$ cat src/fsk_fmt_defs.svh
// constants shared by both ends of the fsk block formatter
`ifndef FSK_FMT_DEFS_SVH
`define FSK_FMT_DEFS_SVH
// block command word fields
`define CMD_F_OP 15:12
`define CMD_F_TYPE 11:8
`define CMD_B_RX 7
`define CMD_B_EOT 6
// block commands
`define CMD_STATION 4'h4
`define CMD_HEADER 4'h5
`define CMD_INTER 4'h6
`define CMD_LAST 4'h7
`define CMD_RESTART 4'h8
// block types
`define TYPE_LEGACY 4'h3
`define TYPE_MAX 4'hb
// frame layout
`define FS_SYMBOLS 8'h18
`define SYM_SYNC_BYTES 4'h4
`define SYM_SYNC_BYTE 8'h77
`define HDR_CSUM_BYTES 3'h2
`define LAST_CSUM_BYTES 3'h4
`define SID_USER_BYTES 6'h03
`define SID_CSUM_BYTES 3'h1
// host register word addresses
`define REG_CTRL 4'h0
`define REG_CMD 4'h1
`define REG_TXD 4'h2
`define REG_RXD 4'h3
`define REG_STAT 4'h4
`define REG_INIT_SID 4'h5
`define REG_INIT_HDR 4'h6
`define REG_INIT_PAY 4'h7
// reset values of the checksum start values
`define INIT_RESET 32'h0000_0000
`endif

$ cat src/fsk_fmt_pkg.sv
// types shared by both ends of the fsk block formatter
package fsk_fmt_pkg;
  typedef enum logic [1:0] {MOD_4FSK, MOD_8FSK, MOD_16FSK} mod_t;
  typedef enum logic [2:0] {RATE_NONE, RATE_3_4, RATE_2_3, RATE_9_16, RATE_1_2} rate_t;
  typedef enum logic [2:0] {PH_IDLE, PH_SYM, PH_FS, PH_STAT, PH_USER, PH_CSUM} phase_t;
endpackage : fsk_fmt_pkg

$ cat src/fsk_fmt_if.sv
// link between the host controller and the block formatter
interface fsk_fmt_if;
  logic cmd_valid;
  logic cmd_ready;
  logic [15:0] cmd_word;
  fsk_fmt_pkg::mod_t mod_sel;
  logic [5:0] init_sid;
  logic [15:0] init_hdr;
  logic [31:0] init_pay;
  logic h2d_valid;
  logic h2d_ready;
  logic [7:0] h2d_data;
  logic d2h_valid;
  logic d2h_ready;
  logic d2h_last;
  logic [7:0] d2h_data;
  logic crc_done;
  logic crc_pass;
  logic cmd_err;
  modport dev (input cmd_valid, cmd_word, mod_sel, init_sid, init_hdr, init_pay,
    input h2d_valid, h2d_data, d2h_ready,
    output cmd_ready, h2d_ready, d2h_valid, d2h_last, d2h_data, crc_done, crc_pass, cmd_err);
  modport host (output cmd_valid, cmd_word, mod_sel, init_sid, init_hdr, init_pay,
    output h2d_valid, h2d_data, d2h_ready,
    input cmd_ready, h2d_ready, d2h_valid, d2h_last, d2h_data, crc_done, crc_pass, cmd_err);
endinterface : fsk_fmt_if

$ cat src/fsk_fmt_crc.sv
// byte-serial checksum generator with loadable start value
module fsk_fmt_crc #(
  parameter int W = 16,
  parameter logic [W-1:0] POLY = '1
) (
  input wire logic i_sys_clk, // system clock
  input wire logic i_reset, // sync reset, active high
  input wire logic i_ce, // clock enable
  input wire logic i_clear, // load start value
  input wire logic [W-1:0] i_init, // start value
  input wire logic i_en, // fold in one byte
  input wire logic [7:0] i_byte, // byte to fold in, msb first
  output logic [W-1:0] o_crc // running checksum
);
  logic [W-1:0] crc_r;
  logic [W-1:0] crc_nxt;

  // shift eight bits through the polynomial divider
  always_comb
  begin
    crc_nxt = crc_r;
    for (int i = 7; i >= 0; i--)
    begin
      crc_nxt = (crc_nxt[W-1] ^ i_byte[i]) ? ((crc_nxt << 1) ^ POLY) : (crc_nxt << 1);
    end
  end

  // clear has priority over folding
  always_ff @(posedge i_sys_clk)
  begin
    if (i_reset)
      crc_r <= '0;
    else if (i_ce && i_clear)
      crc_r <= i_init;
    else if (i_ce && i_en)
      crc_r <= crc_nxt;
  end

  assign o_crc = crc_r;
endmodule : fsk_fmt_crc

$ cat src/fsk_fmt_dev.sv
// modem end of the fsk block formatter: frames, codes and checks blocks
// Overview of operation
// - 4-FSK offers native and legacy coded modes
// - legacy blocks refused unless 4-FSK selected
// - native sizes, high or low rate each
// - native frame: 24-symbol sync, header, blocks
// - header checksum covers only its bytes
// - running checksum over intermediate and last
// - restart block clears running checksum
// - only plain payload crosses the host link
// - native header/last report pass, still deliver
// - type field bits 11-8 picks block size
// - code rate per type and modulation
// - user bytes: size-2, size, size-4
// - legacy frame: sync, station identity, blocks
// - symbol sync once per legacy transmission
// - legacy identity 6-bit, header 16-bit checksums
// - legacy running checksum is 32 bits
// - legacy identity/header/last report pass, deliver
// - legacy blocks lead with one status byte
// - identity block: status plus three bytes
// - host sets checksum start values to zero
//
// The implementer's own choices: the address map and the plain strobed port.
`include "fsk_fmt_defs.svh"
module fsk_fmt_dev #(
  parameter logic [95:0] FS_PATTERN = 96'h5555_5555_5555_5555_5555_5555, // sync, low byte last
  parameter logic [7:0] CODE_INIT = 8'h00, // coder start state
  parameter logic [5:0] SID_POLY = 6'h03, // identity checksum polynomial
  parameter logic [15:0] HDR_POLY = 16'h1021, // header checksum polynomial
  parameter logic [31:0] PAY_POLY = 32'h04c1_1db7 // running checksum polynomial
) (
  input wire logic i_sys_clk, // system clock
  input wire logic i_reset, // sync reset, active high
  input wire logic i_ce, // clock enable
  fsk_fmt_if.dev bus, // host link
  output logic o_air_valid, // coded byte to modulator
  output logic [7:0] o_air_data, // coded byte
  input wire logic i_air_ready, // modulator takes byte
  input wire logic i_air_valid, // coded byte from demodulator
  input wire logic [7:0] i_air_data, // received coded byte
  output logic o_air_ready, // formatter takes received byte
  output fsk_fmt_pkg::rate_t o_code_rate, // rate of current block
  output logic o_legacy // current block is legacy format
);
  // predefined block size in bytes per type
  function automatic logic [5:0] blk_size(input logic [3:0] t);
    case (t)
      4'h0: blk_size = 6'h06;
      4'h1: blk_size = 6'h09;
      4'h5, 4'h9: blk_size = 6'h18;
      4'h6, 4'ha: blk_size = 6'h24;
      4'h7, 4'hb: blk_size = 6'h30;
      default: blk_size = 6'h0c;
    endcase
  endfunction : blk_size

  // appended checksum bytes per command
  function automatic logic [2:0] csum_len(input logic [3:0] op);
    case (op)
      `CMD_HEADER: csum_len = `HDR_CSUM_BYTES;
      `CMD_LAST: csum_len = `LAST_CSUM_BYTES;
      `CMD_STATION: csum_len = `SID_CSUM_BYTES;
      default: csum_len = 3'h0;
    endcase
  endfunction : csum_len

  // bytes taken by the 24-symbol frame sync, less one
  function automatic logic [5:0] fs_last(input fsk_fmt_pkg::mod_t m);
    case (m)
      fsk_fmt_pkg::MOD_8FSK: fs_last = 6'(((`FS_SYMBOLS * 3) / 8) - 1);
      fsk_fmt_pkg::MOD_16FSK: fs_last = 6'(((`FS_SYMBOLS * 4) / 8) - 1);
      default: fs_last = 6'(((`FS_SYMBOLS * 2) / 8) - 1);
    endcase
  endfunction : fs_last

  // code rate by type group and modulation
  function automatic fsk_fmt_pkg::rate_t rate_of(input logic [3:0] t, input fsk_fmt_pkg::mod_t m);
    if (t >= 4'h8)
      rate_of = (m == fsk_fmt_pkg::MOD_8FSK) ? fsk_fmt_pkg::RATE_1_2 : fsk_fmt_pkg::RATE_9_16;
    else
      rate_of = (m == fsk_fmt_pkg::MOD_8FSK) ? fsk_fmt_pkg::RATE_2_3 : fsk_fmt_pkg::RATE_3_4;
  endfunction : rate_of

  fsk_fmt_pkg::phase_t ph_r, ph_nxt;
  logic [5:0] cnt_r, cnt_nxt;
  logic [5:0] ulen_r;
  logic [2:0] clen_r;
  logic [3:0] op_r;
  logic rx_r, eot_r, leg_r, in_tx_r, mism_r;
  logic [7:0] code_r;
  logic air_v_r, host_v_r, host_l_r, done_r, pass_r, err_r;
  logic [7:0] air_d_r, host_d_r;
  fsk_fmt_pkg::rate_t rate_r;
  logic [5:0] sid_crc;
  logic [15:0] hdr_crc;
  logic [31:0] pay_crc;

  // command decode and legality
  wire [3:0] op = bus.cmd_word[`CMD_F_OP];
  wire [3:0] ty = bus.cmd_word[`CMD_F_TYPE];
  wire cmd_rx = bus.cmd_word[`CMD_B_RX];
  wire idle = (ph_r == fsk_fmt_pkg::PH_IDLE);
  wire accept = i_ce && idle && bus.cmd_valid;
  wire legacy_cmd = (ty == `TYPE_LEGACY) || (op == `CMD_STATION);
  wire op_ok = (op >= `CMD_STATION) && (op <= `CMD_RESTART);
  wire type_ok = (ty <= `TYPE_MAX) || (op == `CMD_STATION) || (op == `CMD_RESTART);
  wire mod_ok = !legacy_cmd || (bus.mod_sel == fsk_fmt_pkg::MOD_4FSK);
  wire cmd_ok = op_ok && type_ok && mod_ok;
  wire go = accept && cmd_ok && (op != `CMD_RESTART);
  wire restart = accept && cmd_ok && (op == `CMD_RESTART);
  wire frame_start = ((op == `CMD_HEADER) && !legacy_cmd) || (op == `CMD_STATION);
  // header size-2, last size-4, intermediate whole; identity three bytes
  wire [5:0] ulen = (op == `CMD_STATION) ? `SID_USER_BYTES
                  : 6'(blk_size(ty) - {3'h0, csum_len(op)});

  // byte stream steering
  wire ph_data = (ph_r == fsk_fmt_pkg::PH_STAT) || (ph_r == fsk_fmt_pkg::PH_USER);
  wire ph_csum = (ph_r == fsk_fmt_pkg::PH_CSUM);
  wire src_need = ph_data || (rx_r && ph_csum);
  wire sink_need = rx_r ? ph_data : !idle;
  wire air_free = !air_v_r || i_air_ready;
  wire host_free = !host_v_r || bus.d2h_ready;
  wire sink_ok = !sink_need || (rx_r ? host_free : air_free);
  wire src_ok = !src_need || (rx_r ? i_air_valid : bus.h2d_valid);
  wire step = i_ce && !idle && src_ok && sink_ok;
  wire [7:0] din = rx_r ? i_air_data : bus.h2d_data;
  wire [31:0] csw = (op_r == `CMD_HEADER) ? {16'h0000, hdr_crc}
                  : (op_r == `CMD_STATION) ? {26'h0, sid_crc} : pay_crc;
  wire [7:0] csum_byte = csw[8 * cnt_r[1:0] +: 8];
  wire [7:0] dec = din ^ code_r;
  wire [7:0] tx_byte = (ph_r == fsk_fmt_pkg::PH_SYM) ? `SYM_SYNC_BYTE
                     : (ph_r == fsk_fmt_pkg::PH_FS) ? FS_PATTERN[8 * cnt_r[3:0] +: 8]
                     : ph_csum ? (csum_byte ^ code_r) : (din ^ code_r);
  wire bad = ph_csum && (dec != csum_byte);
  wire last_step = step && ph_csum && (cnt_r == 6'h00);
  wire crc_fold = step && (ph_r == fsk_fmt_pkg::PH_USER);
  wire [7:0] plain = rx_r ? dec : din;

  // ready terms stall the source until the sink has room
  assign bus.cmd_ready = i_ce && idle;
  assign bus.h2d_ready = i_ce && !rx_r && ph_data && air_free;
  assign o_air_ready = i_ce && rx_r && src_need && (!ph_data || host_free);

  // phase sequencing
  always_comb
  begin
    ph_nxt = ph_r;
    cnt_nxt = cnt_r;
    if (go)
    begin
      if (!cmd_rx && frame_start && legacy_cmd && !in_tx_r)
      begin
        ph_nxt = fsk_fmt_pkg::PH_SYM;
        cnt_nxt = 6'(`SYM_SYNC_BYTES - 1);
      end
      else if (!cmd_rx && frame_start)
      begin
        ph_nxt = fsk_fmt_pkg::PH_FS;
        cnt_nxt = fs_last(bus.mod_sel);
      end
      else
      begin
        ph_nxt = legacy_cmd ? fsk_fmt_pkg::PH_STAT : fsk_fmt_pkg::PH_USER;
        cnt_nxt = legacy_cmd ? 6'h00 : 6'(ulen - 6'h01);
      end
    end
    else if (step)
    begin
      case (ph_r)
        fsk_fmt_pkg::PH_SYM:
        begin
          ph_nxt = (cnt_r == 6'h00) ? fsk_fmt_pkg::PH_FS : ph_r;
          cnt_nxt = (cnt_r == 6'h00) ? fs_last(bus.mod_sel) : 6'(cnt_r - 6'h01);
        end
        fsk_fmt_pkg::PH_FS, fsk_fmt_pkg::PH_STAT:
        begin
          if (cnt_r != 6'h00)
            cnt_nxt = 6'(cnt_r - 6'h01);
          else if (leg_r && ph_r == fsk_fmt_pkg::PH_FS)
            ph_nxt = fsk_fmt_pkg::PH_STAT;
          else
          begin
            ph_nxt = fsk_fmt_pkg::PH_USER;
            cnt_nxt = 6'(ulen_r - 6'h01);
          end
        end
        fsk_fmt_pkg::PH_USER:
        begin
          if (cnt_r != 6'h00)
            cnt_nxt = 6'(cnt_r - 6'h01);
          else
          begin
            ph_nxt = (clen_r != 3'h0) ? fsk_fmt_pkg::PH_CSUM : fsk_fmt_pkg::PH_IDLE;
            cnt_nxt = 6'({3'h0, clen_r} - 6'h01);
          end
        end
        fsk_fmt_pkg::PH_CSUM:
        begin
          ph_nxt = (cnt_r == 6'h00) ? fsk_fmt_pkg::PH_IDLE : ph_r;
          cnt_nxt = 6'(cnt_r - 6'h01);
        end
        default: ph_nxt = fsk_fmt_pkg::PH_IDLE;
      endcase
    end
  end

  // phase, counter and latched command
  always_ff @(posedge i_sys_clk)
  begin
    if (i_reset)
    begin
      ph_r <= fsk_fmt_pkg::PH_IDLE;
      cnt_r <= 6'h00;
      {op_r, ulen_r, clen_r, rx_r, eot_r, leg_r} <= '0;
      rate_r <= fsk_fmt_pkg::RATE_NONE;
    end
    else if (i_ce)
    begin
      ph_r <= ph_nxt;
      cnt_r <= cnt_nxt;
      if (go)
      begin
        {op_r, ulen_r, clen_r} <= {op, ulen, csum_len(op)};
        {rx_r, eot_r, leg_r} <= {cmd_rx, bus.cmd_word[`CMD_B_EOT], legacy_cmd};
        rate_r <= rate_of(ty, bus.mod_sel);
      end
    end
  end

  // transmission tracking, coder state and checksum compare
  always_ff @(posedge i_sys_clk)
  begin
    if (i_reset)
      {in_tx_r, mism_r, code_r} <= '0;
    else if (i_ce)
    begin
      if (go && !cmd_rx && frame_start && legacy_cmd)
        in_tx_r <= 1'b1;
      else if (last_step && !rx_r && eot_r && op_r == `CMD_LAST)
        in_tx_r <= 1'b0;
      if (go)
        {mism_r, code_r} <= {1'b0, CODE_INIT};
      else if (step && (ph_data || ph_csum))
      begin
        code_r <= rx_r ? din : tx_byte;
        mism_r <= mism_r | (rx_r && bad);
      end
    end
  end

  // registered byte outputs and result flags
  always_ff @(posedge i_sys_clk)
  begin
    if (i_reset)
      {air_v_r, air_d_r, host_v_r, host_d_r, host_l_r, done_r, pass_r, err_r} <= '0;
    else if (i_ce)
    begin
      if (step && !rx_r)
        {air_v_r, air_d_r} <= {1'b1, tx_byte};
      else if (i_air_ready)
        air_v_r <= 1'b0;
      if (step && rx_r && ph_data)
        {host_v_r, host_d_r, host_l_r} <= {1'b1, dec, ph_r == fsk_fmt_pkg::PH_USER && cnt_r == 6'h00};
      else if (bus.d2h_ready)
        host_v_r <= 1'b0;
      done_r <= last_step && rx_r;
      if (last_step && rx_r)
        pass_r <= !(mism_r || bad);
      err_r <= accept && !cmd_ok;
    end
  end

  // identity, header and running checksums
  fsk_fmt_crc #(.W(6), .POLY(SID_POLY)) u_sid (
    .i_sys_clk(i_sys_clk), .i_reset(i_reset), .i_ce(i_ce),
    .i_clear(go && op == `CMD_STATION), .i_init(bus.init_sid),
    .i_en(crc_fold && op_r == `CMD_STATION), .i_byte(plain), .o_crc(sid_crc));
  fsk_fmt_crc #(.W(16), .POLY(HDR_POLY)) u_hdr (
    .i_sys_clk(i_sys_clk), .i_reset(i_reset), .i_ce(i_ce),
    .i_clear(go && op == `CMD_HEADER), .i_init(bus.init_hdr),
    .i_en(crc_fold && op_r == `CMD_HEADER), .i_byte(plain), .o_crc(hdr_crc));
  fsk_fmt_crc #(.W(32), .POLY(PAY_POLY)) u_pay (
    .i_sys_clk(i_sys_clk), .i_reset(i_reset), .i_ce(i_ce),
    .i_clear(restart), .i_init(bus.init_pay),
    .i_en(crc_fold && (op_r == `CMD_INTER || op_r == `CMD_LAST)), .i_byte(plain),
    .o_crc(pay_crc));

  assign o_air_valid = air_v_r;
  assign o_air_data = air_d_r;
  assign bus.d2h_valid = host_v_r;
  assign bus.d2h_data = host_d_r;
  assign bus.d2h_last = host_l_r;
  assign bus.crc_done = done_r;
  assign bus.crc_pass = pass_r;
  assign bus.cmd_err = err_r;
  assign o_code_rate = rate_r;
  assign o_legacy = leg_r;
endmodule : fsk_fmt_dev

$ cat src/flat_wrapper.sv
// flat-port wrapper written by rule: the top's interface ports become plain ports
module fsk_fmt_dev_flat 
#(
  parameter logic [95:0] FS_PATTERN = 96'h5555_5555_5555_5555_5555_5555,                       
  parameter logic [7:0] CODE_INIT = 8'h00,                     
  parameter logic [5:0] SID_POLY = 6'h03,                                
  parameter logic [15:0] HDR_POLY = 16'h1021,                              
  parameter logic [31:0] PAY_POLY = 32'h04c1_1db7                               
)
  (i_sys_clk, i_reset, i_ce, o_air_valid, o_air_data, i_air_ready, i_air_valid, i_air_data, o_air_ready, o_code_rate, o_legacy, bus_cmd_valid, bus_cmd_word, bus_mod_sel, bus_init_sid, bus_init_hdr, bus_init_pay, bus_h2d_valid, bus_h2d_data, bus_d2h_ready, bus_cmd_ready, bus_h2d_ready, bus_d2h_valid, bus_d2h_last, bus_d2h_data, bus_crc_done, bus_crc_pass, bus_cmd_err);
  fsk_fmt_if bus_i ();
  input wire logic i_sys_clk;
  input wire logic i_reset;
  input wire logic i_ce;
  output logic o_air_valid;
  output logic [7:0] o_air_data;
  input wire logic i_air_ready;
  input wire logic i_air_valid;
  input wire logic [7:0] i_air_data;
  output logic o_air_ready;
  output fsk_fmt_pkg::rate_t o_code_rate;
  output logic o_legacy;
  input wire logic [$bits(bus_i.cmd_valid)-1:0] bus_cmd_valid;
  input wire logic [$bits(bus_i.cmd_word)-1:0] bus_cmd_word;
  input wire logic [$bits(bus_i.mod_sel)-1:0] bus_mod_sel;
  input wire logic [$bits(bus_i.init_sid)-1:0] bus_init_sid;
  input wire logic [$bits(bus_i.init_hdr)-1:0] bus_init_hdr;
  input wire logic [$bits(bus_i.init_pay)-1:0] bus_init_pay;
  input wire logic [$bits(bus_i.h2d_valid)-1:0] bus_h2d_valid;
  input wire logic [$bits(bus_i.h2d_data)-1:0] bus_h2d_data;
  input wire logic [$bits(bus_i.d2h_ready)-1:0] bus_d2h_ready;
  output wire logic [$bits(bus_i.cmd_ready)-1:0] bus_cmd_ready;
  output wire logic [$bits(bus_i.h2d_ready)-1:0] bus_h2d_ready;
  output wire logic [$bits(bus_i.d2h_valid)-1:0] bus_d2h_valid;
  output wire logic [$bits(bus_i.d2h_last)-1:0] bus_d2h_last;
  output wire logic [$bits(bus_i.d2h_data)-1:0] bus_d2h_data;
  output wire logic [$bits(bus_i.crc_done)-1:0] bus_crc_done;
  output wire logic [$bits(bus_i.crc_pass)-1:0] bus_crc_pass;
  output wire logic [$bits(bus_i.cmd_err)-1:0] bus_cmd_err;
  assign bus_i.cmd_valid = bus_cmd_valid;
  assign bus_i.cmd_word = bus_cmd_word;
  assign bus_i.mod_sel = bus_mod_sel;
  assign bus_i.init_sid = bus_init_sid;
  assign bus_i.init_hdr = bus_init_hdr;
  assign bus_i.init_pay = bus_init_pay;
  assign bus_i.h2d_valid = bus_h2d_valid;
  assign bus_i.h2d_data = bus_h2d_data;
  assign bus_i.d2h_ready = bus_d2h_ready;
  assign bus_cmd_ready = bus_i.cmd_ready;
  assign bus_h2d_ready = bus_i.h2d_ready;
  assign bus_d2h_valid = bus_i.d2h_valid;
  assign bus_d2h_last = bus_i.d2h_last;
  assign bus_d2h_data = bus_i.d2h_data;
  assign bus_crc_done = bus_i.crc_done;
  assign bus_crc_pass = bus_i.crc_pass;
  assign bus_cmd_err = bus_i.cmd_err;
  fsk_fmt_dev #(.FS_PATTERN(FS_PATTERN), .CODE_INIT(CODE_INIT), .SID_POLY(SID_POLY), .HDR_POLY(HDR_POLY), .PAY_POLY(PAY_POLY)) u_core (.i_sys_clk(i_sys_clk), .i_reset(i_reset), .i_ce(i_ce), .bus(bus_i), .o_air_valid(o_air_valid), .o_air_data(o_air_data), .i_air_ready(i_air_ready), .i_air_valid(i_air_valid), .i_air_data(i_air_data), .o_air_ready(o_air_ready), .o_code_rate(o_code_rate), .o_legacy(o_legacy));
endmodule
$ cat config.mk
export PLATFORM = sky130hd
export DESIGN_NAME = fsk_fmt_dev_flat
export DESIGN_NICKNAME = d
export VERILOG_FILES = /design/src/fsk_fmt_pkg.sv /design/src/fsk_fmt_if.sv /design/src/fsk_fmt_crc.sv /design/src/fsk_fmt_dev.sv /design/src/flat_wrapper.sv
export VERILOG_INCLUDE_DIRS = /design/src
export SDC_FILE = /design/constraint.sdc
export NUM_CORES = 1
export LEC_CHECK = 0
export BUFFER_PORTS_ARGS = -buffer_cell sky130_fd_sc_hd__clkbuf_2
export CORE_ASPECT_RATIO = 0.5
export CORE_MARGIN = 4
export CORE_UTILIZATION = 59
export DETAILED_ROUTE_END_ITERATION = 10
export PLACE_DENSITY = 0.85
export SYNTH_ARGS = -nofsm -noshare
export SYNTH_HDL_FRONTEND = slang
export SYNTH_SLANG_ARGS = --single-unit
$ cat constraint.sdc
create_clock -name i_sys_clk -period 4.5 [get_ports i_sys_clk]
set_input_delay 0.9 -clock i_sys_clk [delete_from_list [all_inputs] [get_ports i_sys_clk]]
set_output_delay 0.9 -clock i_sys_clk [all_outputs]
set_load 0.005 [all_outputs]
==> metrics.md, run 1 <==
| Metric | Value |
|---|---|
| Final WS setup | `1100 ps` |
| Critical path type | `in2reg` |
| Post-CTS Resized | `0` |
| RePlAce Congestion | `0.948` |
| ANT nets after route | `0` |
| Asr flop ratio synth | `0` |
| Final wirelength | `26400 µm` |
| Setup TNS | `0 ps` |
| GR Util All Layers | `0.322` |
| Rel. slew slack | `0.283` |
| Clk buf depth | `2` |
| WP data required | `4790 ps` |
| Io pins | `125` |
| Hold buffer count at CTS | `0` |
| N_diodes | `0` |
| Syn Nets | `1129` |
| Sequential area share after synthesis | `0.272` |
| Skew-Pair Late Insertion Delay | `430 ps` |
| Vias in the first global route | `8175` |
| Pwr dens | `314 nW/µm²` |
| Initial drt markers | `975` |
| Maximum VDD drop | `0.266 mV` |
| Final number of max-transition violations | `0` |
| Detailed Routing Iterations Pass 1 | `8` |
| Pleak | `0.00372 µW` |
| Clock-pin slew on the worst setup and hold paths | `60 ps` |
| Top FF cell, synth | `dfxtp_1` |
| Overall die width | `177 µm` |
| Ys Warns | `0` |
| Area delta synth->final | `14.2%` |
| Part of the cycle the worst path needs | `0.756` |
| RSZ-0062 raised after global routing | `false` |
| EDFF count, synth | `0` |
| Worst Skew | `7.55 ps` |
| Nets | `1214` |
| Largest net degree at the start of global routing | `55` |
| Worst reg2reg startpoint | `u_core.rx_r$_SDFFE_PP0P_` |
| Max_cap viols | `0` |
| Seq cells post-synth | `114` |
| Layout cells sized above 1 | `0.191` |
| TritonCTS Sinks | `114` |
| Crit path largest cell delay | `580 ps` |
| Setup crit start | `bus_cmd_word[8]` |
| Effective utilization at floorplan | `0.611` |
| Synth unique cells | `88` |
| Status | `finished, final reports clean` |
| Worst reg2reg setup slack | `1290 ps` |
| DRC | `0` |
| Worst slack, placed | `704 ps` |
| CTS tree | `done` |
| Crit-path max FO | `7` |
| Clk Tree Root Cell | `clkbuf_16` |
| Critical path startpoint category | `input port` |
| Num CTS Buffers | `17` |
| Fillers | `1079` |
| Hold Path Origin | `u_core.bus.d2h_last$_SDFFE_PP0P_` |
| Die Y | `92.4 µm` |
| Worst path cell trace | `clkbuf_2, inv_1, nor4_1, or2b_1, fa_1, or4_4, nor4b_4, xor2_1, a211oi_1, nor3_1` |
| Port-buffer cells | `118` |
| Synth Area per Inst | `8.24 µm²` |
| Initial antenna violation count | `0` |
| Final setup vio count | `0` |
| Mapped Area | `8400 µm²` |
| Core area | `13700 µm²` |
| F_max | `0.294 GHz` |
| Final hold violation count | `0` |
| Rows | `30` |
| First-pass GRT wire length | `41900 µm` |
| Grt total ovfl | `0` |
| Post-synthesis cell count | `1019` |
| H-Tree Depth | `4` |
| Fin util | `0.698` |
| Die footprint | `16300 µm²` |
| Final period demand of the worst path | `3400 ps` |
| Critical Path Slowest Stage Cell | `or4_4` |
| Post-CTS Setup Bufs | `0` |
| Wirelength per Cell | `20.2 µm` |
| Post-DP HPWL | `19100 µm` |
| Crit end category | `register` |
| Worst Max-Slew Pin Slew | `1070 ps` |
| Worst hold path type | `reg2reg` |
| Via Count | `8354` |
| Vias per cell | `6.39` |
| WP data arrival | `3690 ps` |
-- worst max-delay path: cells and delay by family --
| family | cells | cell delay [ps] |
|---|---|---|
| and+or+nand+nor | 5 | 1740 |
| adders and majority gates | 1 | 460 |
| AOI/OAI and AO/OA | 1 | 250 |
| buffers and inverters | 2 | 240 |
| xor gates and xnor gates | 1 | 100 |
-- cell type report --
type,instances,area (µm²),share of cell area
clock buffers,19,443,0.0462
multi-input cells,823,5750,0.599
inverters,19,71.3,0.00743
well taps,192,240,0.0250
repair buffers,129,673,0.0702
flip-flops and latches,114,2280,0.238
clock inverters,11,139,0.0145
-- per-stage QoR --
step           cell area (µm²)  total power (µW)  hold WS [ps]  cells
2_1_floorplan             8400              1490           427   1019
3_3_place_gp              9010              1630           439   1277
3_5_place_dp              9010              1640           448   1277
4_1_cts                   9590              2990           456   1307
5_1_grt                   9590              3110           474   1307
6_report                  9590              3020           453   1307
-- where the power goes --
group / switching, µW / internal, µW / total, µW
Combinational: 340 / 246 / 586
Sequential: 26.2 / 1030 / 1050
Clock: 505 / 873 / 1380
-- cells in the mapped netlist (6+ instances only) --
| cell type | n | area share |
|---|---|---|
| a21oi_1 | 89 | 0.053 |
| and3_1 | 6 | 0.0045 |
| buf_2 | 21 | 0.013 |
| nand2b_1 | 14 | 0.010 |
| mux2i_2 | 6 | 0.0098 |
| or3_1 | 14 | 0.010 |
| clkbuf_1 | 30 | 0.013 |
| xnor2_4 | 8 | 0.026 |
| xnor2_1 | 63 | 0.066 |
| a22oi_1 | 18 | 0.016 |
| nor3b_1 | 6 | 0.0054 |
| nor2b_1 | 12 | 0.0089 |
| a31oi_1 | 8 | 0.0060 |
| o21a_1 | 8 | 0.0072 |
| nor3_1 | 23 | 0.014 |
| nand2_1 | 106 | 0.047 |
| a211oi_1 | 18 | 0.016 |
| mux2i_1 | 37 | 0.044 |
| nand3_1 | 34 | 0.020 |
| inv_1 | 18 | 0.0080 |
| xor2_1 | 51 | 0.053 |
| ha_1 | 13 | 0.019 |
| nor2_1 | 95 | 0.042 |
| o21ai_0 | 50 | 0.030 |
| o211ai_1 | 7 | 0.0063 |
| o31ai_1 | 9 | 0.0080 |
| dfxtp_1 | 114 | 0.27 |
| o22ai_1 | 7 | 0.0052 |
-- logic make-up after synthesis --
logic type / after synthesis / synth area share
XOR/XNOR: 133 / 0.171
AO/OA/AOI/OAI: 270 / 0.211
buffers and inverters: 82 / 0.0442
flip-flops: 114 / 0.272
AND/OR/NAND/NOR: 354 / 0.209
adder cells (fa/ha/maj): 14 / 0.0217
multiplexers: 52 / 0.0714
-- cells in the final DEF, fill, tap and decap left out, types with 13 or more instances in the layout --
cell type  netlist  routed
or3_1           14      14
a22oi_1         18      18
nor3_1          23      23
dfxtp_1        114     114
ha_1            13      13
nand2b_1        14      14
nand3_1         34      34
o21ai_0         50      50
a21oi_1         89      89
xnor2_1         63      63
mux2i_1         37      37
xor2_1          51      51
a211oi_1        18      18
clkbuf_2         0     118
clkbuf_16        0      17
inv_1           18      18
nand2_1        106     106
nor2_1          95      95
-- registers in the layout (all words and copies together) (netlist names), 3 cells and up --
signal	count
u_core.op_r	4
u_core.ulen_r	6
u_core.o_code_rate	3
u_core.code_r	8
u_core.u_hdr.o_crc	16
u_core.clen_r	3
u_core.u_pay.o_crc	32
u_core.ph_r	3
u_core.u_sid.o_crc	6
u_core.cnt_r	6
u_core.o_air_data	8
u_core.bus.d2h_data	8
-- worst paths after layout --
kind                                          to  depth (start not counted)
max                 u_core.cnt_r[5]$_SDFFE_PP0P_                         10
min             u_core.bus.d2h_last$_SDFFE_PP0P_                          2
max reg2reg  u_core.u_pay.o_crc[24]$_SDFFE_PP0P_                          7
min reg2reg     u_core.bus.d2h_last$_SDFFE_PP0P_                          2
-- layer usage --
metal	wire length, µm	global-route usage	part of all wire
met1	11000	0.420	0.42
met2	12100	0.514	0.46
met4	839	0.136	0.032
met3	2470	0.0783	0.093
met5	0	0	0
No activity file was read; power rests on OpenSTA's default activity.
==> inputs of run 2 (changes only) <==
--- a/config.mk
+++ b/config.mk
@@ -6,12 +6,13 @@
 export SDC_FILE = /design/constraint.sdc
 export NUM_CORES = 1
 export LEC_CHECK = 0
+export ABC_AREA = 1
 export BUFFER_PORTS_ARGS = -buffer_cell sky130_fd_sc_hd__clkbuf_2
 export CORE_ASPECT_RATIO = 0.5
 export CORE_MARGIN = 4
-export CORE_UTILIZATION = 59
+export CORE_UTILIZATION = 53
 export DETAILED_ROUTE_END_ITERATION = 10
-export PLACE_DENSITY = 0.85
+export PLACE_DENSITY = 0.81
 export SYNTH_ARGS = -nofsm -noshare
 export SYNTH_HDL_FRONTEND = slang
 export SYNTH_SLANG_ARGS = --single-unit
==> constraint.sdc (replaced) <==
create_clock -name i_sys_clk -period 2.8 [get_ports i_sys_clk]
set_input_delay 0.56 -clock i_sys_clk [delete_from_list [all_inputs] [get_ports i_sys_clk]]
set_output_delay 0.56 -clock i_sys_clk [all_outputs]
set_load 0.005 [all_outputs]
==> metrics.md, run 2 <==
| Metric | Value |
|---|---|
| Skew-Pair Late Insertion Delay | `430 ps` |
| Via Count | `10300` |
| F_max | `0.392 GHz` |
| Ys Warns | `0` |
| Maximum VDD drop | `0.463 mV` |
| Most frequent cell after synthesis | `nand2_1` |
| Crit end category | `register` |
| GR Util All Layers | `0.324` |
| Most common cell after layout, fill and taps aside | `nand2_1` |
| Xor/xnor share of the synthesized area | `0.0541` |
| Syn Nets | `1554` |
| Initial drt markers | `872` |
| Core area | `15900 µm²` |
| H-Tree Depth | `4` |
| Pwr dens | `633 nW/µm²` |
| Rel. slew slack | `0.526` |
| Port-buffer cells | `118` |
| Io pins | `125` |
| Area delta synth->final | `17.5%` |
| Rows | `32` |
| DRC | `0` |
| Vias in the first global route | `9506` |
| Post-synthesis compound-gate area fraction | `0.179` |
| Post-synthesis mux area share | `0.00114` |
| Post-synthesis cell count | `1444` |
| Part of the cycle the worst path needs | `0.910` |
| Leading cell types by count after synthesis | `nand2_1 (418), nand3_1 (164), inv_1 (160)` |
| Seq cells post-synth | `114` |
| Clock-pin slew on the worst setup and hold paths | `60 ps` |
| Post-DP HPWL | `23700 µm` |
| Top-area cell type share of the netlist area | `0.259` |
| Vias per cell | `5.71` |
| FF-to-FF path depth | `16` |
| Min-Delay Endpoint | `u_core.u_hdr.o_crc[0]$_SDFFE_PP0P_` |
| Synth Area per Inst | `6.10 µm²` |
| Synth unique cells | `49` |
| Nets | `1683` |
| Final hold violation count | `0` |
| Worst reg2reg startpoint | `u_core.rx_r$_SDFFE_PP0P_` |
| Adder-Cell Fraction of Synth Area | `0.0207` |
| Final period demand of the worst path | `2550 ps` |
| Worst hold path type | `in2reg` |
| Top FF cell, synth | `dfxtp_1` |
| Status | `finished, final reports clean` |
| Initial antenna violation count | `0` |
| RePlAce Congestion | `1.02` |
| Num CTS Buffers | `17` |
| First-pass GRT wire length | `49000 µm` |
| Largest family of logic cells by synthesized area | `simple AND/OR/NAND/NOR gates` |
| TritonCTS Sinks | `114` |
| WP data required | `3100 ps` |
| Post-CTS Setup Bufs | `0` |
| Asr flop ratio synth | `0` |
| Detailed Routing Iterations Pass 1 | `5` |
| Mapped Area | `8810 µm²` |
| Most frequent cells in the layout | `nand2_1 (418), nand3_1 (164), inv_1 (160), clkbuf_2 (118), dfxtp_1 (113)` |
| WHS Path Cells | `3` |
| WP data arrival | `2850 ps` |
| Worst hold slack | `368 ps` |
| Reg2reg end | `u_core.u_pay.o_crc[23]$_SDFFE_PP0P_` |
| Max FFs per register | `32` |
| Worst Skew | `13.2 ps` |
| CTS tree | `done` |
| Largest net degree at the start of global routing | `53` |
| Wirelength per Cell | `17.4 µm` |
| Pleak | `0.00494 µW` |
| Top cells by area, synth | `dfxtp_1 (26%), nand2_1 (18%), nand3_1 (9.3%)` |
| Die footprint | `18900 µm²` |
| Max_cap viols | `0` |
| N_diodes | `0` |
| RSZ-0062 raised after global routing | `false` |
| Sequential area share after synthesis | `0.259` |
| Worst Max-Slew Pin Slew | `710 ps` |
| ANT nets after route | `0` |
| Crit-path max FO | `6` |
| Critical path type | `reg2reg` |
| Final number of max-transition violations | `0` |
| Die Y | `99.2 µm` |
| Hold Path Origin | `bus_init_hdr[0]` |
| Clk Tree Root Cell | `clkbuf_16` |
| Post-synthesis simple-gate area fraction | `0.384` |
| Overall die width | `190 µm` |
| Critical path startpoint category | `register` |
| Grt total ovfl | `0` |
| Final setup vio count | `0` |
| Layout cells sized above 1 | `0.171` |
| EDFF count, synth | `0` |
| Effective utilization at floorplan | `0.555` |
| Clk buf depth | `2` |
| Area leader, netlist | `dfxtp_1` |
| Worst reg2reg setup slack | `250 ps` |
| Setup TNS | `0 ps` |
| Final wirelength | `31400 µm` |
## run 2: changes by cell type after synthesis, sizes merged, moves of 15 or more
| cell | change |
|---|---|
| inv | +155 |
| nor3 | -18 |
| nand3 | +137 |
| mux2i | -43 |
| xnor2 | -62 |
| a211oi | -17 |
| a21oi | +16 |
| a22oi | -15 |
| xor2 | -16 |
| o21ai | +54 |
| nand2 | +359 |
## run 2: repair_timing
action | in CTS | in global routing
hold buffers | 0 | 0
gates resized for setup | 0 | 3
setup endpoints to repair | 0 | 8
## run 2: area by class of cell
class                   count  area (µm²)
repair buffers            158         916
clock inverters            14         154
inverters                 173         654
clock buffers              18         429
multi-input cells        1109        5640
well taps                 221         277
flip-flops and latches    114        2280
fillers                  1563        5510
## run 2: logic make-up after synthesis
logic type	after synthesis
flops	114
mux	1
buf+inv	221
fa+ha+maj	14
xor+xnor	51
compound gates	283
simple gates	760
## run 2: per-stage QoR
step                      instance area (µm²)  power, µW  utilization  instances  worst slack, ps
after floorplan                          8810       3520            -       1444              380
after global placement                   9760       4240        0.615       1775              154
after detailed placement                 9760       4280        0.615       1775             65.0
after CTS                               10300       6480        0.652       1807              169
after global routing                    10300       6900        0.653       1807             59.0
final                                   10300       6550        0.653       1807              251
## run 2: how the worst max path moves through the flow
stage,from,to,slack [ps],depth (start not counted)
after floorplan,bus_cmd_word[12],u_core.cnt_r[2]$_SDFFE_PP0P_,380,11
after global placement,bus_cmd_word[12],u_core.cnt_r[2]$_SDFFE_PP0P_,150,12
after detailed placement,bus_cmd_word[15],u_core.cnt_r[3]$_SDFFE_PP0P_,70,18
after CTS,u_core.ph_r[1]$_SDFFE_PP0P_,u_core.u_hdr.o_crc[14]$_SDFFE_PP0P_,170,14
after global routing,u_core.ph_r[2]$_SDFFE_PP0P_,u_core.u_sid.o_crc[4]$_SDFFE_PP0P_,60,12
final,u_core.rx_r$_SDFFE_PP0P_,u_core.u_pay.o_crc[23]$_SDFFE_PP0P_,250,16
## run 2: critical path, stage by stage (launching register included)
cell and delay (ps):
dfxtp_2 430, buf_4 190, nand2_2 110, nand2_1 80, nand2_1 60, nand2_2 140
inv_2 70, nand2_2 120, nand3_1 100, nand2_1 250, nand2_1 130, nand2_2 180
nand2_1 90, nand2_2 120, nand2_1 100, o21ai_0 160, a21oi_1 80
## run 2: where the power goes
part	switching (µW)	leakage (µW)	internal, µW
clock	900	0.000278	1320
combinational	1640	0.00374	834
sequential	107	0.000921	1750
## run 2: routing by layer
metal | part of all wire | vias up | global-route usage
li1 | - | 5001 | -
met1 | 0.42 | 4733 | 0.436
met2 | 0.45 | 497 | 0.530
met3 | 0.097 | 94 | 0.0607
met4 | 0.032 | 0 | 0.106
met5 | 0 | - | 0
